**src/core/ezap_defs.svh**
```systemverilog
`ifndef EZAP_DEFS_SVH
`define EZAP_DEFS_SVH

// Lock byte encodings
`define EZAP_UNLOCKED        8'h55
`define EZAP_LOCKED          8'h00

// Lock byte positions in the configuration zone
`define EZAP_DATA_LOCK_OFS   7'h56
`define EZAP_CFG_LOCK_OFS    7'h57
`define EZAP_DATA_LOCK_LSB   (8 * (`EZAP_DATA_LOCK_OFS % 4))
`define EZAP_CFG_LOCK_LSB    (8 * (`EZAP_CFG_LOCK_OFS % 4))

// Configuration zone word map
`define EZAP_CFG_FIXED_LAST  5'h03
`define EZAP_CFG_FIRST_RW    5'h04
`define EZAP_CFG_LAST_RW     5'h14
`define EZAP_LOCK_WORD       5'h15
`define EZAP_MODE_WORD       5'h04
`define EZAP_SLOTCFG_WORD0   5'h05
`define EZAP_OTP_POL_LSB     16

// Reset images of the stored configuration words
`define EZAP_LOCK_WORD_RST   32'h5555_0000
`define EZAP_MODE_WORD_RST   32'h0055_00C8
`define EZAP_CFG_WORD_RST    32'h0000_0000

// OTP policy byte encodings
`define EZAP_OTP_READONLY    8'hAA
`define EZAP_OTP_CONSUME     8'h55
`define EZAP_OTP_LEGACY      8'h00

// OTP zone geometry
`define EZAP_OTP_WORDS       16
`define EZAP_OTP_ERASED      32'hFFFF_FFFF
`define EZAP_LEGACY_FIRST_RD 4'h2

// Slot policy word fields
`define EZAP_WP_MAC          15
`define EZAP_WP_ENC          14
`define EZAP_WP_DERIVE       13
`define EZAP_WP_PARENT       12
`define EZAP_WKEY_LSB        8
`define EZAP_SECRET          7
`define EZAP_ENC_READ        6

`endif

```
**src/core/ezap_pkg.sv**
```systemverilog
package ezap_pkg;

    typedef enum logic [1:0] {
        ZONE_CONFIG = 2'h0,
        ZONE_OTP    = 2'h1,
        ZONE_DATA   = 2'h2
    } ezap_zone_type;

    typedef enum logic [1:0] {
        OP_READ   = 2'h0,
        OP_WRITE  = 2'h1,
        OP_DERIVE = 2'h2,
        OP_LOCK   = 2'h3
    } ezap_op_type;

endpackage

```
**src/core/ezap_slot_policy.sv**
```systemverilog
`timescale 1ns/1ps
`default_nettype none
`include "ezap_defs.svh"

module ezap_slot_policy (
    input  wire logic                 [15:0] policyWord,
    input  wire logic                 [3:0]  slot,
    input  wire ezap_pkg::ezap_op_type       op,
    input  wire logic                        isLong,
    input  wire logic                        macOk,
    input  wire logic                        encrypted,
    input  wire logic                 [3:0]  macKeySlot,
    output logic                             allow,
    output logic                             macNeeded,
    output logic                      [3:0]  sourceSlot
);
    import ezap_pkg::*;

    logic       wpMac;
    logic       wpEnc;
    logic       wpDerive;
    logic [3:0] wkey;
    logic       secret;
    logic       shortBlocked;

    assign wpMac        = policyWord[`EZAP_WP_MAC];
    assign wpEnc        = policyWord[`EZAP_WP_ENC];
    assign wpDerive     = policyWord[`EZAP_WP_DERIVE];
    assign wkey         = policyWord[`EZAP_WKEY_LSB +: 4];
    assign secret       = policyWord[`EZAP_SECRET];
    assign shortBlocked = secret && !isLong;

    always_comb begin
        allow      = 1'b0;
        macNeeded  = 1'b0;
        sourceSlot = policyWord[`EZAP_WP_PARENT] ? wkey : slot;
        unique case (op)
            OP_READ: begin
                // Secret slots only leave the device encrypted
                allow = !shortBlocked && (!secret || (policyWord[`EZAP_ENC_READ] && encrypted));
            end
            OP_WRITE: begin
                macNeeded = wpEnc;
                if (!wpMac && !wpEnc && !wpDerive) begin
                    allow = !shortBlocked;
                end else if (!wpEnc) begin
                    allow = 1'b0;
                end else begin
                    // Self-pointing write key forces the MAC under the old key
                    allow = isLong && macOk && encrypted && (macKeySlot == wkey);
                end
            end
            OP_DERIVE: begin
                macNeeded = wpMac;
                allow     = wpDerive && (!wpMac || macOk);
            end
            OP_LOCK: begin
                allow = 1'b0;
            end
        endcase
    end

endmodule

`default_nettype wire

```
**config.mk**
```make
export PLATFORM = sky130hd
export DESIGN_NAME = ezap_slot_policy
export DESIGN_NICKNAME = d
export VERILOG_FILES = /design/src/core/ezap_pkg.sv /design/src/core/ezap_slot_policy.sv
export VERILOG_INCLUDE_DIRS = /design/src /design/src/core
export SDC_FILE = /design/constraint.sdc
export NUM_CORES = 1
export LEC_CHECK = 0
export BUFFER_PORTS_ARGS = -buffer_cell sky130_fd_sc_hd__buf_2
export CAP_MARGIN = 20
export CORE_AREA = 8 8 45 47
export DETAILED_ROUTE_END_ITERATION = 6
export DIE_AREA = 0 0 53 55
export SLEW_MARGIN = 20
export SYNTH_ARGS = -nofsm -noshare
export SYNTH_HDL_FRONTEND = slang
export SYNTH_SLANG_ARGS = --single-unit
```
**constraint.sdc**
```tcl
create_clock -name vclk -period 1.4
set_clock_uncertainty 0.2 [all_clocks]
set_input_delay 0.07 -clock vclk [all_inputs]
set_output_delay 0.07 -clock vclk [all_outputs]
set_load 0.005 [all_outputs]
```
Yosys cells after proc, flatten, opt, wreduce, memory -nomap -nowiden
Index checks and enable logic that the tools add are counted.
{"block": "word_totals", "reg_bits": 0, "inputBits": 29, "out_inout_bits": 6}
{"block": "op_classes", "n_eq_ne": 4, "n_mux": 5, "reduce_logical": 18}
{"cell": "$logic_and A1 B1 Y1", "n": 9}
{"cell": "$logic_not A1 Y1", "n": 6}
{"cell": "$eq A2 B2 Y1 const B", "n": 2}
{"cell": "$eq A4 B4 Y1", "n": 1}
{"cell": "$mux W4", "n": 1}
{"cell": "$pmux W1 S4", "n": 1}
{"cell": "$eq A2 B1 Y1 const B", "n": 1}
{"cell": "$logic_not A2 Y1", "n": 1}
{"cell": "$logic_or A1 B1 Y1", "n": 2}
{"cell": "$mux W1", "n": 2}
{"cell": "$pmux W1 S2", "n": 1}

Logic depth before layout (Yosys ltp)
{"block": "logic_depth", "ltp_word": 6, "mapped_depth": 5, "depth_no_buf": 5}

Worst setup path before layout
No wires, ideal clock.
{"block": "synth_path", "kind": "input -> output", "start": "in op[1]", "end": "out allow", "cell_stages": 5, "arrival_ns": 0.787, "required_time_ns": 1.130, "setup_slack_ns": 0.343, "path_cell_list": "inv_1 ha_1 nor4b_2 a221oi_2 o22ai_2"}
{"block": "synth_via", "elab_chain_cells": 2, "word_cells_on_any_way": 5, "cone_classes": "eq/ne: 3; mux: 1; reduce/logical: 1"}
{"element": "from (decl)", "line_no": "ezap_slot_policy.sv:8", "source": "input wire ezap_pkg::ezap_op_type op,"}
{"element": "$eq A2 B2 Y1, or another cell as far along", "line_no": "ezap_slot_policy.sv:37", "source": "unique case (op)"}
{"element": "$pmux W1 S4 (*)", "line_no": "ezap_slot_policy.sv:37"}
{"element": "to (decl)", "line_no": "ezap_slot_policy.sv:13", "source": "output logic allow,"}
Every way passes the cells marked *; elsewhere a longest branch is shown, timed or not.

Worst setup path in the final report
Same ends and word-level chain as after synthesis.

==> flow_summary.json <==
{
  "synth_top_area_frac": 0.188,
  "cts_hold_buf": 0,
  "pre_cts_ws_ns": 0.0460,
  "vias": 302,
  "antenna_cells": 0,
  "power_frac_comb": 1.000,
  "synth_area_leaders": "mux2_1 (19%), ha_1 (16%), xnor2_1 (15%)",
  "core.rowCount": 14,
  "nFillCells": 154,
  "power_density_mw_per_mm2": 252,
  "die_x_um": 53,
  "hold_slack_ns": 0.214,
  "synth.largest_area_cell": "mux2_1",
  "p_leak_nw": 0.206,
  "ant_nets": 0,
  "ys_seq_area_frac": 0,
  "p_switching_mw": 0.0441,
  "nNetsFinal": 89,
  "setup_violations": 0,
  "synth.distinct_cells": 17,
  "power_frac_clock": 0,
  "syn-num-nets": 58,
  "setup_ws_ns": 0.0687,
  "design.seq.count": 0,
  "start_kind": "primary input",
  "netlist_area_um2": 239,
  "viasPerCell": 4.25,
  "start_util": 0.173,
  "cp-end-kind": "output pin",
  "nClkBuffers": 0,
  "final-seq-area_um2": 0,
  "relSlewSlack": 0.832,
  "drive_above_1_share": 0.673,
  "synthCells": 26,
  "drtIter0Drc": 4,
  "first_global_vias": 346,
  "p_int_mw": 0.0623,
  "ys_warn_count": 0,
  "dr.pass1.iters": 4,
  "drc": 0,
  "core_area_mm2": 0.00138,
  "maxCapViolCount": 0,
  "grt_use_total": 0.0534,
  "seqPwrFrac": 0,
  "grt-ovfl-total": 0,
  "hold_path.class": "in2out",
  "total_power_mw": 0.106,
  "fin_setup_tns_ns": 0,
  "gp_congestion": 0.638,
  "multiInputGateArea_um2": 246,
  "cp.arrival_ns": 1.06,
  "rsz0062_at_grt": "false",
  "syn_area_per_cell_um2": 9.19,
  "outcome": "complete, no violations",
  "path_class": "in2out",
  "p_sw_frac": 0.415,
  "die_h_um": 55,
  "wl_um": 839,
  "final_max_slew_viol_count": 0,
  "finalCriticalPeriod_ns": 1.33,
  "hold_violations": 0,
  "cp_max_fo": 3,
  "required_ns": 1.13,
  "max_freq_ghz": 0.751,
  "fin_crit_sh": 0.951,
  "utilization": 0.305,
  "dieArea_mm2": 0.00292,
  "antenna_found_initial": 0,
  "area_delta_synth_final_pct": 76.4,
  "ioPinCount": 35,
  "peakVddDrop_v": 0.0000876,
  "grt_max_degree": 5,
  "wl_per_cell_um": 11.8,
  "hold_path_depth": 3,
  "grt_pass1_wl_mm": 1.28,
  "worst_pin_slew_ns": 0.252,
  "port_buffers": 29
}
-- placed cells by master, fill, tap and decap left out, types with 2 or more instances in the layout --
cell type,n
mux2_1,4
xnor2_1,4
inv_2,2
buf_2,28
-- critical path, stage by stage --
cell      delay [ns]
buf_2           0.10
inv_2           0.05
ha_4            0.15
nor4b_2         0.16
a221oi_2        0.29
o22ai_2         0.12
buf_2           0.13
-- power groups by stage --
stage,logic [mW],registers [mW],clock network (mW)
2_1_floorplan,0.0447,0,0
3_3_place_gp,0.102,0,0
5_1_grt,0.118,0,0
3_5_place_dp,0.104,0,0
6_report,0.106,0,0
4_1_cts,0.104,0,0
-- worst paths after layout --
check / startpoint / end
setup / recovery: op[1] / allow
hold / removal: slot[3] / sourceSlot[3]
-- cell usage after synthesis --
| cell | number |
|---|---|
| a22oi_1 | 1 |
| nand4_1 | 1 |
| a221oi_2 | 1 |
| nand2b_4 | 1 |
| a31oi_1 | 1 |
| ha_1 | 3 |
| mux2_1 | 4 |
| and2_1 | 1 |
| and3_1 | 1 |
| nand2_1 | 1 |
| xnor2_1 | 4 |
| nand2b_1 | 1 |
| nor4b_2 | 1 |
| nor2b_1 | 1 |
| inv_1 | 2 |
| o22ai_2 | 1 |
| o2111ai_1 | 1 |
-- stage by stage --
step           instance area, um^2  std cells
2_1_floorplan                  239         26
3_3_place_gp                   404         71
3_5_place_dp                   404         71
4_1_cts                        404         71
5_1_grt                        422         71
6_report                       422         71
-- cell families after synthesis --
family	share of synthesized area
muxes	0.188
xor gates and xnor gates	0.147
buffers and inverters	0.0314
AOI/OAI and AO/OA	0.209
adders and majority gates	0.157
and+or+nand+nor	0.267
-- timing repair --
item                                    in CTS  in global routing
hold endpoints to repair                     0                  0
buffers inserted                             0                  0
endpoints found under the setup margin       0                  1
gates resized for setup                      0                  6
-- layout make-up --
cell class         count  share of cell area
inverters              2              0.0178
multi-input cells     24               0.585
well taps             16              0.0475
repair buffers        29               0.350
-- metal layers --
metal,vias up,global-route usage,wire (um)
met5,-,0,0
met4,0,0,0
met3,0,0.0214,87
met2,14,0.105,444
met1,130,0.0543,306
li1,158,-,-
No activity file was read; power rests on OpenSTA's default activity.
